**src/shared/rfp_map.vh**
```
// Constants for the receiver front-panel control block.
// Assumes inclusion by the design file and the test files; holds definitions and nothing else.
`ifndef RFP_MAP_VH
`define RFP_MAP_VH

// APB register byte offsets, one aligned 32-bit word each.
`define RFP_OFF_STATE 8'h00
`define RFP_OFF_LINK 8'h04
`define RFP_OFF_PIDX 8'h08
`define RFP_OFF_PDATA 8'h0c
`define RFP_OFF_DISP 8'h10
`define RFP_OFF_NUM 8'h14
`define RFP_OFF_ALARM 8'h18

// Key positions inside the internal key vector.
`define RFP_KEY_UP 0
`define RFP_KEY_DN 1
`define RFP_KEY_LVL 2
`define RFP_KEY_PRG 3

// Clock rate and documented times, each in its own unit.
`define RFP_CLK_KHZ 36'h0003d090
`define RFP_LONG_MS 36'h0000007d0
`define RFP_TOUT_MS 36'h000009c40
`define RFP_MSG_MS 36'h0000000fa
`define RFP_BLINK_MS 36'h000000032
`define RFP_FLASH_MS 36'h0000001f4

// Parameter slots that hold the two access codes; zero disables a code.
`define RFP_PAR_LINK_CODE 4'h0
`define RFP_PAR_PRM_CODE 4'h1

// Signal quality step per received interval and history depth.
`define RFP_QSTEP 7'h14
`define RFP_HIST 5

// Display modes shown on disp_mode.
`define RFP_DM_VALUE 4'h0
`define RFP_DM_QUAL 4'h1
`define RFP_DM_NOLINK 4'h2
`define RFP_DM_CODE 4'h3
`define RFP_DM_CODE_OK 4'h4
`define RFP_DM_CODE_ERR 4'h5
`define RFP_DM_LINK 4'h6
`define RFP_DM_PARAM 4'h7
`define RFP_DM_EDIT 4'h8

`endif

```
**src/logic/rfp_ctrl.v**
```verilog
// Front-panel control: keys, operating levels, parameter editing, access codes,
// LEDs and per-channel signal quality, with an APB register slave.
// Assumes one 250 MHz clock, key pins from outside the clock domain, and
// telegram, interval and alarm inputs from logic on the same clock.
`default_nettype none
`include "rfp_map.vh"

module rfp_ctrl #(
	parameter NCH = 16,
	parameter NPAR = 16,
	parameter PIW = 4,
	parameter GW = 2,
	parameter [35:0] LONG_CYC = `RFP_LONG_MS * `RFP_CLK_KHZ,
	parameter [35:0] TOUT_CYC = `RFP_TOUT_MS * `RFP_CLK_KHZ,
	parameter [35:0] MSG_CYC = `RFP_MSG_MS * `RFP_CLK_KHZ,
	parameter [35:0] BLINK_CYC = `RFP_BLINK_MS * `RFP_CLK_KHZ,
	parameter [35:0] FLASH_CYC = `RFP_FLASH_MS * `RFP_CLK_KHZ
) (
	input wire pclk,
	input wire presetn,
	input wire psel,
	input wire penable,
	input wire pwrite,
	input wire [7:0] paddr,
	input wire [31:0] pwdata,
	output reg [31:0] prdata,
	output wire pready,
	output wire pslverr,
	input wire key_up_n,
	input wire key_down_n,
	input wire key_level_n,
	input wire key_prog_n,
	input wire tlg_valid,
	input wire [3:0] tlg_chan,
	input wire [15:0] ivl_tick,
	input wire [15:0] radio_tout,
	input wire [15:0] alarm1,
	input wire [15:0] alarm2,
	input wire [15:0] low_batt,
	input wire save_err,
	output reg led_green,
	output reg led_red,
	output reg led_yellow,
	output reg [3:0] disp_mode,
	output reg [3:0] disp_chan,
	output reg [6:0] disp_qual,
	output reg [3:0] disp_pidx,
	output reg [15:0] disp_value,
	output reg [1:0] disp_digit
);
	// One-hot operating states.
	localparam [4:0] ST_NORM = 5'h01;
	localparam [4:0] ST_CODE = 5'h02;
	localparam [4:0] ST_MSG = 5'h04;
	localparam [4:0] ST_LINK = 5'h08;
	localparam [4:0] ST_PARAM = 5'h10;

	// Keys are pressed when their pins are low.
	wire [3:0] key_raw = ~{key_prog_n, key_level_n, key_down_n, key_up_n};
	wire [3:0] key_dn; // Debounced pressed level per key.
	reg [3:0] key_dn_d_reg; // Previous debounced level.
	reg [35:0] hold_cnt_reg; // Time the current press has been held.
	reg long_seen_reg; // Long threshold already reached in this press.

	// Three-flop synchroniser per key; a change counts once stages two and three agree.
	genvar k;
	generate
		for (k = 0; k < 4; k = k + 1) begin : g_key
			reg [2:0] sync_reg; // Stage one feeds only stage two.
			reg dn_reg; // Accepted key level.
			always @(posedge pclk or negedge presetn) begin
				if (!presetn) begin
					sync_reg <= 3'h0;
					dn_reg <= 1'b0;
				end else begin
					sync_reg <= {sync_reg[1:0], key_raw[k]};
					// Hold the old level while stages disagree.
					if (sync_reg[1] == sync_reg[2]) begin
						dn_reg <= sync_reg[2];
					end
				end
			end
			assign key_dn[k] = dn_reg;
		end
	endgenerate

	// Press classification: one shared hold timer since the panel is used one key at a time.
	wire press_edge = |(key_dn & ~key_dn_d_reg);
	wire long_hit = (hold_cnt_reg == LONG_CYC - 36'h1) && !press_edge;
	wire [3:0] long_ev = key_dn & {4{long_hit}};
	wire [3:0] short_ev = key_dn_d_reg & ~key_dn & {4{~long_seen_reg}};

	// Hold timer restarts on every new press and stops at the long threshold.
	always @(posedge pclk or negedge presetn) begin
		if (!presetn) begin
			key_dn_d_reg <= 4'h0;
			hold_cnt_reg <= 36'h0;
			long_seen_reg <= 1'b0;
		end else begin
			key_dn_d_reg <= key_dn;
			if (press_edge) begin
				hold_cnt_reg <= 36'h0;
				long_seen_reg <= 1'b0;
			end else if (|key_dn && hold_cnt_reg != LONG_CYC) begin
				hold_cnt_reg <= hold_cnt_reg + 36'h1;
			end
			if (long_hit && |key_dn) begin
				long_seen_reg <= 1'b1;
			end
		end
	end

	// Per-channel reception history over the last five transmission intervals.
	wire [NCH*`RFP_HIST-1:0] hist_flat;
	genvar c;
	generate
		for (c = 0; c < NCH; c = c + 1) begin : g_chan
			reg got_reg; // A telegram arrived in the running interval.
			reg [`RFP_HIST-1:0] hist_reg; // One bit per closed interval.
			wire tel = tlg_valid && (tlg_chan == c);
			always @(posedge pclk or negedge presetn) begin
				if (!presetn) begin
					got_reg <= 1'b0;
					hist_reg <= 5'h00;
				end else if (ivl_tick[c]) begin
					// A telegram in the closing cycle still counts for this interval.
					hist_reg <= {hist_reg[3:0], got_reg | tel};
					got_reg <= 1'b0;
				end else if (tel) begin
					got_reg <= 1'b1;
				end
			end
			assign hist_flat[c*`RFP_HIST +: `RFP_HIST] = hist_reg;
		end
	endgenerate

	// Next linked channel in the given direction, wrapping; stays put if none other.
	function [3:0] next_ch;
		input [3:0] cur;
		input [15:0] m;
		input dir;
		integer i;
		reg [3:0] cand;
		reg found;
		begin
			next_ch = cur;
			found = 1'b0;
			for (i = 1; i < 16; i = i + 1) begin
				cand = dir ? cur - i[3:0] : cur + i[3:0];
				if (!found && m[cand]) begin
					next_ch = cand;
					found = 1'b1;
				end
			end
		end
	endfunction

	// Step one decimal digit of a four-digit value up or down, wrapping 9 to 0.
	function [15:0] bcd_step;
		input [15:0] v;
		input [1:0] pos;
		input dn;
		reg [3:0] d;
		begin
			bcd_step = v;
			d = v[pos*4 +: 4];
			if (dn) begin
				d = (d == 4'h0) ? 4'h9 : d - 4'h1;
			end else begin
				d = (d >= 4'h9) ? 4'h0 : d + 4'h1;
			end
			bcd_step[pos*4 +: 4] = d;
		end
	endfunction

	// Software-visible state.
	reg [15:0] link_mask_reg; // Channels linked to a transmitter.
	reg [15:0] num_mask_reg; // Parameters that accept digit entry.
	reg [PIW-1:0] apb_pidx_reg; // Parameter slot reached through PDATA.
	reg [15:0] par_mem [0:NPAR-1]; // Parameter store, codes included.

	// Front-panel state.
	reg [4:0] state_reg;
	reg editing_reg; // A parameter is being edited.
	reg dig_mode_reg; // Digit-by-digit entry active.
	reg [1:0] dig_pos_reg; // Digit under edit, 0 is rightmost.
	reg [PIW-1:0] pidx_reg; // Parameter shown.
	reg [15:0] edit_val_reg; // Value being edited.
	reg [15:0] code_val_reg; // Code being entered.
	reg code_tgt_reg; // Level asked for: 0 linking, 1 parameter.
	reg code_ok_reg; // Result of the last code check.
	reg [35:0] msg_cnt_reg; // Time the code result has been shown.
	reg [35:0] tout_cnt_reg; // Time since the last key press.
	reg qual_view_reg; // Normal view shows quality instead of value.
	reg [3:0] chan_reg; // Channel shown in normal view.

	wire up_s = short_ev[`RFP_KEY_UP];
	wire dn_s = short_ev[`RFP_KEY_DN];
	wire lv_s = short_ev[`RFP_KEY_LVL];
	wire pr_s = short_ev[`RFP_KEY_PRG];
	wire up_l = long_ev[`RFP_KEY_UP];
	wire dn_l = long_ev[`RFP_KEY_DN];
	wire lv_l = long_ev[`RFP_KEY_LVL];
	wire pr_l = long_ev[`RFP_KEY_PRG];
	wire store = state_reg[4] && editing_reg && pr_l;
	wire apb_wr = psel && penable && pwrite;
	wire tout_hit = tout_cnt_reg == TOUT_CYC - 36'h1;
	wire [15:0] link_code = par_mem[`RFP_PAR_LINK_CODE];
	wire [15:0] prm_code = par_mem[`RFP_PAR_PRM_CODE];

	// Main level machine.
	always @(posedge pclk or negedge presetn) begin
		if (!presetn) begin
			state_reg <= ST_NORM;
			editing_reg <= 1'b0;
			dig_mode_reg <= 1'b0;
			dig_pos_reg <= 2'h0;
			pidx_reg <= {PIW{1'b0}};
			edit_val_reg <= 16'h0000;
			code_val_reg <= 16'h0000;
			code_tgt_reg <= 1'b0;
			code_ok_reg <= 1'b0;
			msg_cnt_reg <= 36'h0;
			tout_cnt_reg <= 36'h0;
			qual_view_reg <= 1'b0;
			chan_reg <= 4'h0;
		end else begin
			// Inactivity timer runs only outside normal view and restarts on each press.
			if (press_edge || state_reg[0]) begin
				tout_cnt_reg <= 36'h0;
			end else begin
				tout_cnt_reg <= tout_cnt_reg + 36'h1;
			end
			case (state_reg)
				ST_NORM: begin
					// Keep the shown channel on a linked one, first linked after power-up.
					if (!link_mask_reg[chan_reg] && |link_mask_reg) begin
						chan_reg <= next_ch(chan_reg, link_mask_reg, 1'b0);
					end else if (up_s || dn_s) begin
						chan_reg <= next_ch(chan_reg, link_mask_reg, dn_s);
					end
					if (pr_s) begin
						qual_view_reg <= ~qual_view_reg;
					end
					code_val_reg <= 16'h0000;
					dig_pos_reg <= 2'h0;
					if (lv_l) begin
						// Linking level asks for a code only when one is stored.
						code_tgt_reg <= 1'b0;
						state_reg <= (link_code == 16'h0000) ? ST_LINK : ST_CODE;
					end else if (pr_l) begin
						code_tgt_reg <= 1'b1;
						state_reg <= (prm_code == 16'h0000) ? ST_PARAM : ST_CODE;
					end
				end
				ST_CODE: begin
					// Up/down edit the digit under the cursor, level key moves left.
					if (up_s || dn_s) begin
						code_val_reg <= bcd_step(code_val_reg, dig_pos_reg, dn_s);
					end else if (lv_s && dig_pos_reg != 2'h3) begin
						dig_pos_reg <= dig_pos_reg + 2'h1;
					end else if (pr_l) begin
						code_ok_reg <= code_val_reg == (code_tgt_reg ? prm_code : link_code);
						msg_cnt_reg <= 36'h0;
						state_reg <= ST_MSG;
					end else if (tout_hit) begin
						state_reg <= ST_NORM;
					end
				end
				ST_MSG: begin
					// Result stays up a quarter second, then enter the level or fall back.
					msg_cnt_reg <= msg_cnt_reg + 36'h1;
					if (msg_cnt_reg == MSG_CYC - 36'h1) begin
						if (!code_ok_reg) begin
							state_reg <= ST_NORM;
						end else begin
							state_reg <= code_tgt_reg ? ST_PARAM : ST_LINK;
						end
					end
				end
				ST_LINK: begin
					// Probe linking itself is done elsewhere; only leaving is handled here.
					if (lv_l || tout_hit) begin
						state_reg <= ST_NORM;
					end
				end
				ST_PARAM: begin
					if (lv_l || tout_hit) begin
						// Leaving drops any unsaved edit.
						state_reg <= ST_NORM;
						editing_reg <= 1'b0;
						dig_mode_reg <= 1'b0;
					end else if (!editing_reg) begin
						if (up_s) begin
							pidx_reg <= pidx_reg + 1'b1;
						end else if (dn_s) begin
							pidx_reg <= pidx_reg - 1'b1;
						end else if (up_l) begin
							pidx_reg <= {pidx_reg[PIW-1:GW] + 1'b1, {GW{1'b0}}};
						end else if (dn_l) begin
							pidx_reg <= {pidx_reg[PIW-1:GW] - 1'b1, {GW{1'b0}}};
						end else if (pr_s) begin
							editing_reg <= 1'b1;
							edit_val_reg <= par_mem[pidx_reg];
							dig_mode_reg <= 1'b0;
							dig_pos_reg <= 2'h0;
						end
					end else begin
						if (up_s || dn_s) begin
							if (dig_mode_reg) begin
								edit_val_reg <= bcd_step(edit_val_reg, dig_pos_reg, dn_s);
							end else if (up_s) begin
								edit_val_reg <= edit_val_reg + 16'h0001;
							end else begin
								edit_val_reg <= edit_val_reg - 16'h0001;
							end
						end else if (lv_s && num_mask_reg[pidx_reg]) begin
							// Non-numeric parameters ignore the digit key.
							if (!dig_mode_reg) begin
								dig_mode_reg <= 1'b1;
							end else if (dig_pos_reg != 2'h3) begin
								dig_pos_reg <= dig_pos_reg + 2'h1;
							end
						end else if (pr_l) begin
							editing_reg <= 1'b0;
							dig_mode_reg <= 1'b0;
						end
					end
				end
				default: begin
					state_reg <= ST_NORM;
				end
			endcase
		end
	end

	// Parameter store: a front-panel save wins over a same-cycle bus write.
	integer j;
	always @(posedge pclk or negedge presetn) begin
		if (!presetn) begin
			for (j = 0; j < NPAR; j = j + 1) begin
				par_mem[j] <= 16'h0000;
			end
		end else if (store) begin
			par_mem[pidx_reg] <= edit_val_reg;
		end else if (apb_wr && paddr == `RFP_OFF_PDATA) begin
			par_mem[apb_pidx_reg] <= pwdata[15:0];
		end
	end

	// Alarm collection, flash phase and telegram blink.
	reg save_seen_reg; // Save error reported after power-on.
	reg flash_reg; // Red flash phase.
	reg [35:0] flash_cnt_reg;
	reg [35:0] blink_cnt_reg;
	wire alarm_any = |radio_tout || |alarm1 || |alarm2 || |low_batt || save_seen_reg;
	always @(posedge pclk or negedge presetn) begin
		if (!presetn) begin
			save_seen_reg <= 1'b0;
			flash_reg <= 1'b0;
			flash_cnt_reg <= 36'h0;
			blink_cnt_reg <= 36'h0;
			led_green <= 1'b0;
			led_red <= 1'b0;
			led_yellow <= 1'b0;
		end else begin
			if (save_err) begin
				save_seen_reg <= 1'b1;
			end
			if (flash_cnt_reg == FLASH_CYC - 36'h1) begin
				flash_cnt_reg <= 36'h0;
				flash_reg <= ~flash_reg;
			end else begin
				flash_cnt_reg <= flash_cnt_reg + 36'h1;
			end
			led_green <= !alarm_any;
			led_red <= alarm_any && flash_reg;
			// Each telegram restarts the blink, so telegrams closer together than the blink time keep the LED lit.
			if (tlg_valid) begin
				blink_cnt_reg <= BLINK_CYC;
			end else if (blink_cnt_reg != 36'h0) begin
				blink_cnt_reg <= blink_cnt_reg - 36'h1;
			end
			led_yellow <= tlg_valid || (blink_cnt_reg > 36'h1);
		end
	end

	// Quality of the shown channel: twenty per interval with a telegram.
	wire [4:0] cur_hist = hist_flat[chan_reg*`RFP_HIST +: `RFP_HIST];
	wire [2:0] cur_cnt = {2'h0, cur_hist[0]} + {2'h0, cur_hist[1]} + {2'h0, cur_hist[2]}
		+ {2'h0, cur_hist[3]} + {2'h0, cur_hist[4]};
	wire [6:0] cur_qual = {4'h0, cur_cnt} * `RFP_QSTEP;

	// Display registers follow the state one cycle later.
	always @(posedge pclk or negedge presetn) begin
		if (!presetn) begin
			disp_mode <= `RFP_DM_VALUE;
			disp_chan <= 4'h0;
			disp_qual <= 7'h00;
			disp_pidx <= 4'h0;
			disp_value <= 16'h0000;
			disp_digit <= 2'h0;
		end else begin
			disp_chan <= chan_reg;
			disp_qual <= cur_qual;
			disp_pidx <= pidx_reg[3:0];
			disp_digit <= dig_pos_reg;
			disp_value <= 16'h0000;
			if (state_reg[0]) begin
				if (link_mask_reg == 16'h0000) begin
					disp_mode <= `RFP_DM_NOLINK;
				end else begin
					disp_mode <= qual_view_reg ? `RFP_DM_QUAL : `RFP_DM_VALUE;
				end
			end else if (state_reg[1]) begin
				disp_mode <= `RFP_DM_CODE;
				disp_value <= code_val_reg;
			end else if (state_reg[2]) begin
				disp_mode <= code_ok_reg ? `RFP_DM_CODE_OK : `RFP_DM_CODE_ERR;
			end else if (state_reg[3]) begin
				disp_mode <= `RFP_DM_LINK;
			end else begin
				disp_mode <= editing_reg ? `RFP_DM_EDIT : `RFP_DM_PARAM;
				disp_value <= editing_reg ? edit_val_reg : par_mem[pidx_reg];
			end
		end
	end

	// APB slave: zero wait states; read data is captured in the setup cycle.
	wire mapped = paddr == `RFP_OFF_STATE || paddr == `RFP_OFF_LINK || paddr == `RFP_OFF_PIDX
		|| paddr == `RFP_OFF_PDATA || paddr == `RFP_OFF_DISP || paddr == `RFP_OFF_NUM
		|| paddr == `RFP_OFF_ALARM;
	assign pready = 1'b1;
	assign pslverr = psel && penable && !mapped;
	always @(posedge pclk or negedge presetn) begin
		if (!presetn) begin
			prdata <= 32'h00000000;
			link_mask_reg <= 16'h0000;
			num_mask_reg <= 16'h0000;
			apb_pidx_reg <= {PIW{1'b0}};
		end else begin
			if (apb_wr && paddr == `RFP_OFF_LINK) begin
				link_mask_reg <= pwdata[15:0];
			end
			if (apb_wr && paddr == `RFP_OFF_NUM) begin
				num_mask_reg <= pwdata[15:0];
			end
			if (apb_wr && paddr == `RFP_OFF_PIDX) begin
				apb_pidx_reg <= pwdata[PIW-1:0];
			end
			if (psel && !penable) begin
				case (paddr)
					`RFP_OFF_STATE: prdata <= {21'h0, code_ok_reg, code_tgt_reg, dig_pos_reg,
						dig_mode_reg, editing_reg, state_reg};
					`RFP_OFF_LINK: prdata <= {16'h0000, link_mask_reg};
					`RFP_OFF_PIDX: prdata <= {{(32-PIW){1'b0}}, apb_pidx_reg};
					`RFP_OFF_PDATA: prdata <= {16'h0000, par_mem[apb_pidx_reg]};
					`RFP_OFF_DISP: prdata <= {9'h000, disp_qual, pidx_reg[3:0], chan_reg,
						disp_mode, 4'h0};
					`RFP_OFF_NUM: prdata <= {16'h0000, num_mask_reg};
					`RFP_OFF_ALARM: prdata <= {30'h0, save_seen_reg, alarm_any};
					default: prdata <= 32'h00000000;
				endcase
			end
		end
	end
endmodule
`default_nettype wire

```
**config.mk**
```make
export PLATFORM = sky130hd
export DESIGN_NAME = rfp_ctrl
export DESIGN_NICKNAME = d
export VERILOG_FILES = /design/src/logic/rfp_ctrl.v
export VERILOG_INCLUDE_DIRS = /design/src /design/src/shared
export SDC_FILE = /design/constraint.sdc
export NUM_CORES = 2
export LEC_CHECK = 0
export BUFFER_PORTS_ARGS = -buffer_cell sky130_fd_sc_hd__buf_2
export CAP_MARGIN = 20
export CORE_MARGIN = 4
export CORE_UTILIZATION = 30
export CTS_BUF_LIST = sky130_fd_sc_hd__clkbuf_8
export CTS_CLUSTER_DIAMETER = 200
export CTS_CLUSTER_SIZE = 25
export DETAILED_ROUTE_END_ITERATION = 12
export GPL_TIMING_DRIVEN = 0
export PLACE_DENSITY = 0.46
export SLEW_MARGIN = 20
export SYNTH_ARGS = -nofsm -noshare
export SYNTH_HDL_FRONTEND = slang
export SYNTH_SLANG_ARGS = --single-unit
export TNS_END_PERCENT = 20
```
**constraint.sdc**
```tcl
create_clock -name pclk -period 4.75 [get_ports pclk]
set_input_delay 0.475 -clock pclk [delete_from_list [all_inputs] [get_ports pclk]]
set_output_delay 0.475 -clock pclk [all_outputs]
set_load 0.02 [all_outputs]
```
Yosys cells after proc, flatten, opt, wreduce, memory -nomap -nowiden

Cells that the tools add are included.

Register bits: 713
Input bits: 135
Output and inout port bits: 74
Logic and storage cells: 814

$add $sub $neg: 51
Multiply operators: 2
$lt $le $gt $ge: 39
Eq/ne operators: 68
Shifts and indexed selects: 6
Muxes and demuxes: 361
Bitwise logic cells: 32
Reduce and logical (&&, ||, !) cells: 166

Operators with widths:

| cell                                                | number |
|---|---|
| bitwise mux 256 bit                                 | 2 |
| two-way mux 256 bit                                 | 2 |
| two-way mux 16 bit                                  | 22 |
| two-way mux 36 bit                                  | 9 |
| two-way mux 4 bit                                   | 70 |
| two-way mux 1 bit                                   | 188 |
| one-hot mux 23 bit (7 select lines)                 | 1 |
| < comparator 4 x 5 -> 1 bit (second input constant) | 32 |
| adder 36 x 1 -> 36 bit (second input constant)      | 4 |
| binary-select mux 1 bit (select 4 bit)              | 32 |
| binary-select mux 16 bit (select 4 bit)             | 2 |
| demux 16 bit (select 4 bit)                         | 2 |
| OR reduction 16 bit                                 | 5 |
| indexed part select 80 x 8 -> 5 bit                 | 1 |
| one-hot mux 36 bit (2 select lines)                 | 1 |
| indexed part select 4 x 34 -> 16 bit                | 2 |
| logical AND 1 bit                                   | 63 |
| two-way mux 5 bit                                   | 11 |
| nonzero test 2 bit                                  | 25 |
| zero test 16 bit                                    | 3 |
| == test 36 x 26 -> 1 bit (second input constant)    | 1 |
| == test 36 x 27 -> 1 bit (second input constant)    | 1 |
| == test 36 x 29 -> 1 bit (second input constant)    | 1 |
| == test 36 x 34 -> 1 bit (second input constant)    | 1 |
| other kinds (72)                                    | 244 |

Longest topological paths before layout

Word-level depth: 93
Depth in mapped cells: 19
Depth with buffers taken out: 16

Worst setup path after synthesis

Ideal clock, no wire load.

Path kind: register to register
From: register chan_reg[2]
To: register chan_reg[2]
Data arrival time: 4.401 ns
Required time: 4.625 ns
Setup slack: 0.224 ns
Cell stages (with the launch flop): 19
Buffers on the path: 4
Clock period less this slack: 4.526 ns
Path through: dfrtp_1 -> buf_2 -> clkbuf_1 -> inv_1 -> clkbuf_1 -> ha_1 -> a21boi_2 -> xor2_1 -> nor2_1 -> a21oi_1 -> o21ai_1 -> a2111oi_4 -> and2_1 -> buf_6 -> nand2b_1 -> a221o_1 -> a21oi_1 -> o21ai_1 -> mux2_4

Cells in the longest elaborated chain, start to end: 91
Elaborated cells between the ends (all ways): 299

Ends and longest elaborated chain:

| what                                                          | line           | RTL |
|---|---|---|
| start, declared                                               | rfp_ctrl.v:195 | `reg [3:0] chan_reg;` |
| start signal, assigned                                        | rfp_ctrl.v:238 | `chan_reg <= next_ch(chan_reg, link_mask_reg, 1'b0);` |
| start signal, assigned                                        | rfp_ctrl.v:240 | `chan_reg <= next_ch(chan_reg, link_mask_reg, dn_s);` |
| branches (longest 91 deep; another with adder 4 x 1 -> 4 bit) | n/a            |  |

Parallel ways; which one is timed is not known. The select of a mux whose other input is x is not followed.
A chain may end at the register's enable or synchronous reset.

Worst setup path after layout

From: register pidx_reg[0]
To: register par_mem[29] in the netlist's numbering

Cells in the longest elaborated chain, start to end: 7
Elaborated cells between the ends (all ways): 8

Ends and longest elaborated chain:

| what                                                                                                          | line           | RTL |
|---|---|---|
| start, declared                                                                                               | rfp_ctrl.v:187 | `reg [PIW-1:0] pidx_reg;` |
| start signal, assigned                                                                                        | rfp_ctrl.v:218 | `pidx_reg <= {PIW{1'b0}};` |
| start signal, assigned                                                                                        | rfp_ctrl.v:295 | `pidx_reg <= pidx_reg + 1'b1;` |
| start signal, assigned                                                                                        | rfp_ctrl.v:297 | `pidx_reg <= pidx_reg - 1'b1;` |
| NOT 4 -> 5 bit (not written as such) *                                                                        | rfp_ctrl.v:345 | `par_mem[pidx_reg] <= edit_val_reg;` |
| greater-or-equal comparator 5 bit (not written as such) / < comparator 5 x 1 -> 1 bit (equally long branches) | rfp_ctrl.v:345 |  |
| logical AND 1 bit (not written as such)                                                                       | rfp_ctrl.v:345 |  |
| two-way mux 16 bit (not written as such)                                                                      | rfp_ctrl.v:345 |  |
| demux 16 bit (select 4 bit) *                                                                                 | rfp_ctrl.v:345 |  |
| bitwise mux 256 bit *                                                                                         | rfp_ctrl.v:345 |  |
| two-way mux 256 bit *                                                                                         | rfp_ctrl.v:344 | `end else if (store) begin` |
| end signal, assigned by index                                                                                 | rfp_ctrl.v:345 |  |
| end signal, assigned by index                                                                                 | rfp_ctrl.v:347 | `par_mem[apb_pidx_reg] <= pwdata[15:0];` |
| end, declared                                                                                                 | rfp_ctrl.v:180 | `reg [15:0] par_mem [0:NPAR-1];` |

Mark *: on every way between the ends. The rest lies on a longest branch, timed or not.

==> out/qor.json <==
{
  "number_of_setup_violations_in_the_final_report": 0,
  "routed_wire_length_per_instance_um": 25.3,
  "numCtsBuffers": 34,
  "final.setup_skew_ns": 0.0872,
  "synth.area.top_cells": "dfrtp_1 42%, mux4_2 13%, a22oi_1 4.7%",
  "placed_insts": 6167,
  "regArea_sq_um": 17600,
  "path_cells": "clkbuf_1 -> clkbuf_2 -> clkbuf_2 -> inv_1 -> ha_1 -> and3_1 -> clkbuf_1 -> nand2_1 -> o31ai_1 -> clkbuf_1 -> nor2_1 -> a21oi_1",
  "reg2reg_to": "par_mem[29]$_DFFE_PN0P_",
  "timing.reg2reg.setup_slack_ns": 0.03,
  "final_layout_size_suffix_gt1_frac": 0.168,
  "max_slew_margin": 0.169,
  "gp_congestion": 0.968,
  "hold-path-cell-count": 3,
  "num-fill-cells": 14200,
  "min_delay_worst_endpoint": "led_yellow$_DFF_PN0_",
  "ioPinCount": 209,
  "path_clk_slew_ns": 0.18,
  "clock_tree_from_tritoncts": "yes",
  "rsz0062_at_grt": "yes",
  "ys_top_cells_by_count": "701 x dfrtp_1, 524 x nor2_1, 379 x a21oi_1",
  "fp.dieW_um": 382,
  "top_cell_type_by_total_area_after_synthesis": "dfrtp_1",
  "clock_tree.buffer_depth": 3,
  "synth.most_common_cell": "dfrtp_1",
  "synth_edf_count": 0,
  "antenna_found_initial": 8,
  "core.rowCount": 136,
  "via_count_normalized_by_instance_count": 5.54,
  "cellLeakagePower_nw": 18.5,
  "worst_path_max_delay_cell": "clkbuf_1",
  "timing.max_cap.violations": 0,
  "initial_core_utilization": 0.303,
  "largest_register_ffs": 224,
  "p_int_mw": 9.45,
  "htree_levels": 2,
  "total_design_power_mw": 15.4,
  "status": "finished, final reports clean",
  "cpMostUsedCell": "clkbuf_1",
  "sw_pwr_mw": 5.95,
  "layout_area_overhead_pct": 10.2,
  "fmaxAchievable_mhz": 212,
  "synth.top_cell.area_share": 0.419,
  "met3_track_usage_gr": 0.0411,
  "start_kind": "register",
  "ys_seq_elements": 702,
  "nNetsFinal": 4547,
  "first_global_vias": 33800,
  "grtUsageTotal": 0.210,
  "grt-busiest-layer": "met2",
  "critical-path-max-stage-delay_ns": 0.66,
  "power_per_cell_area_nw_per_um2": 334,
  "timing.critical_path.from": "pidx_reg[0]$_DFFE_PN0P_",
  "grt_first_pass_wirelength_mm": 231,
  "crit_path_max_fanout": 10,
  "use_met1": 0.291,
  "worst_r2r_startpoint": "pidx_reg[0]$_DFFE_PN0P_",
  "drt_first_iter_violations": 3661,
  "postSynthCellCount": 4138,
  "pin_count_of_the_biggest_net_entering_global_routing": 93,
  "cts.sink_count": 702,
  "cp.required_ns": 5.38,
  "hold_path.class": "input pin to register",
  "port_buffers": 146,
  "synth-async-reset-ratio": 1.00,
  "dp.final_hpwl_mm": 119,
  "footprint_of_the_multi_input_gates_sq_um": 22900,
  "worstPathBufferInverterCount": 6,
  "core_area_sq_um": 138000,
  "detail_route_antenna_nets": 0,
  "worstSetupPathType": "register to register",
  "vias": 34600,
  "dominantRegCellSynth": "dfrtp_1",
  "p_comb_frac": 0.405,
  "hold_violations": 0,
  "peakVddDrop_uv": 237,
  "r2r_cells": 12,
  "hold_path_startpoint": "tlg_valid",
  "critical-path-top-delay-family": "buffers and inverters",
  "die-height_um": 382,
  "die_area_sq_um": 146000,
  "layout_setup_ws_ns": 0.0294,
  "post-route-min-period_ns": 4.72,
  "fraction_of_the_yosys_area_taken_by_sequential_cells": 0.420,
  "share_seq_of_total_power": 0.415,
  "setup_slack_after_placement_ns": -1.45,
  "firstDrtPassIters": 6,
  "worstPathArrival_ns": 5.35,
  "post_layout_nonfiller_instances": 6234,
  "synthDistinctLibCells": 108,
  "dpl-instance-area_sq_um": 45200,
  "share_clk_of_total_power": 0.180,
  "clock_latency_ns": 0.79,
  "report.final.slew_viol_count": 0,
  "avgSynthCellArea_sq_um": 10.1,
  "yosys_warnings": 0,
  "met2_usage": 0.326,
  "design_area_sq_um": 46200,
  "route.final.wire_length_mm": 158,
  "timing_worst_slew_pin_value_ns": 1.23,
  "globalRouteOverflowTotal": 0,
  "layout_worst_path_cycle_share": 0.994,
  "cts_root_buffer": "clkbuf_8",
  "hold_ws_ns": 0.0957,
  "worst_setup_path_end_kind": "register",
  "post_synth_instance_area_sq_um": 41900,
  "detail_route.drc_violations": 0,
  "netSwitchingFraction": 0.386
}
-- logic make-up (layout without fill, tap and decap cells) --
logic type                 count (synthesis)  in the layout  share of synthesized area
xor gates and xnor gates                 194            194                     0.0424
adders and majority gates                 55             55                     0.0167
buffers and inverters                    381            599                     0.0371
muxes                                    434            434                      0.179
DFF                                      702            702                      0.420
and+or+nand+nor                         1393           1393                      0.158
AOI/OAI and AO/OA                        977            977                      0.146
other                                      2             17                   0.000179
-- layout make-up --
cell class                      instances  area share
Clock buffer                           35      0.0104
Buffer                                321      0.0312
Antenna cell                            3    0.000163
Tap cell                             1863      0.0505
Multi-Input combinational cell       3067       0.496
Timing Repair Buffer                  175      0.0246
Clock inverter                          8     0.00117
Inverter                               60     0.00504
Sequential cell                       702       0.381
-- worst max-delay path by stage --
stage | to | slack, ns | cells after the start
after floorplan | chan_reg[2]$_DFFE_PN0P_ | 0.22 | 18
after global placement | par_mem[83]$_DFFE_PN0P_ | -13.26 | 1
after detailed placement | chan_reg[3]$_DFFE_PN0P_ | -1.45 | 17
after CTS | par_mem[39]$_DFFE_PN0P_ | 0.0009 | 13
after global routing | chan_reg[3]$_DFFE_PN0P_ | -0.14 | 18
final | par_mem[29]$_DFFE_PN0P_ | 0.03 | 12
-- per-layer routing --
metal / vias up / part of all wire
li1: 15500 / -
met1: 17500 / 0.43
met2: 1254 / 0.45
met3: 226 / 0.075
met4: 4 / 0.042
met5: - / 0.00015
-- metrics by stage --
stage	setup TNS (ns)	utilization
floorplan	0	-
global route	-2.57	0.334
global placement	-9275.46	0.326
finish	0	0.334
detailed placement	-55.65	0.328
CTS	0	0.333
-- layout by cell type, fill, tap and decap left out, types with 10 or more instances in the layout --
| cell type | count |
|---|---|
| a22oi_1 | 263 |
| clkbuf_1 | 206 |
| or4_1 | 10 |
| inv_1 | 60 |
| nor2b_1 | 41 |
| nor4b_1 | 11 |
| a21oi_1 | 378 |
| dfrtp_1 | 698 |
| mux2_2 | 127 |
| o21ai_0 | 145 |
| or2_2 | 13 |
| buf_1 | 27 |
| nor2_1 | 521 |
| a22o_1 | 11 |
| o31ai_1 | 24 |
| ha_1 | 48 |
| buf_2 | 167 |
| nand2b_1 | 36 |
| mux2i_1 | 59 |
| or3_1 | 33 |
| buf_4 | 31 |
| nand3_1 | 86 |
| nor3_1 | 48 |
| nor4_1 | 50 |
| and3_1 | 44 |
| nand4_1 | 54 |
| o211ai_1 | 15 |
| clkbuf_8 | 36 |
| conb_1 | 14 |
| xor2_1 | 96 |
| a31oi_1 | 17 |
| o22ai_1 | 20 |
| clkbuf_2 | 36 |
| o21ai_1 | 13 |
| and4_1 | 10 |
| mux4_2 | 236 |
| nand2_1 | 332 |
| and2_1 | 47 |
| xnor2_1 | 89 |
-- repair_timing --
item                                    CTS  global route
pin swaps                                 2             2
gates resized for setup                  60            42
hold endpoints to repair                194             0
endpoints found under the setup margin  190           250
hold buffers                              7             0
setup buffers                             6             8
-- power by group through the flow --
stage          registers [mW]  clock network [mW]  logic [mW]
2_1_floorplan            6.49                   0        4.26
3_3_place_gp             6.52                   0        5.91
3_5_place_dp             6.52                   0        5.92
4_1_cts                  6.39                2.92        6.15
5_1_grt                  6.42                3.10        6.74
6_report                 6.39                2.77        6.24
-- worst register-to-register path: cells and delay by family (launching register included) --
| kind | cells | cell delay [ns] |
|---|---|---|
| flops | 1 | 0.58 |
| simple gates | 3 | 0.64 |
| buf+inv | 6 | 2.75 |
| fa+ha+maj | 1 | 0.44 |
| compound gates | 2 | 0.23 |
No activity file was read; power rests on OpenSTA's default activity.
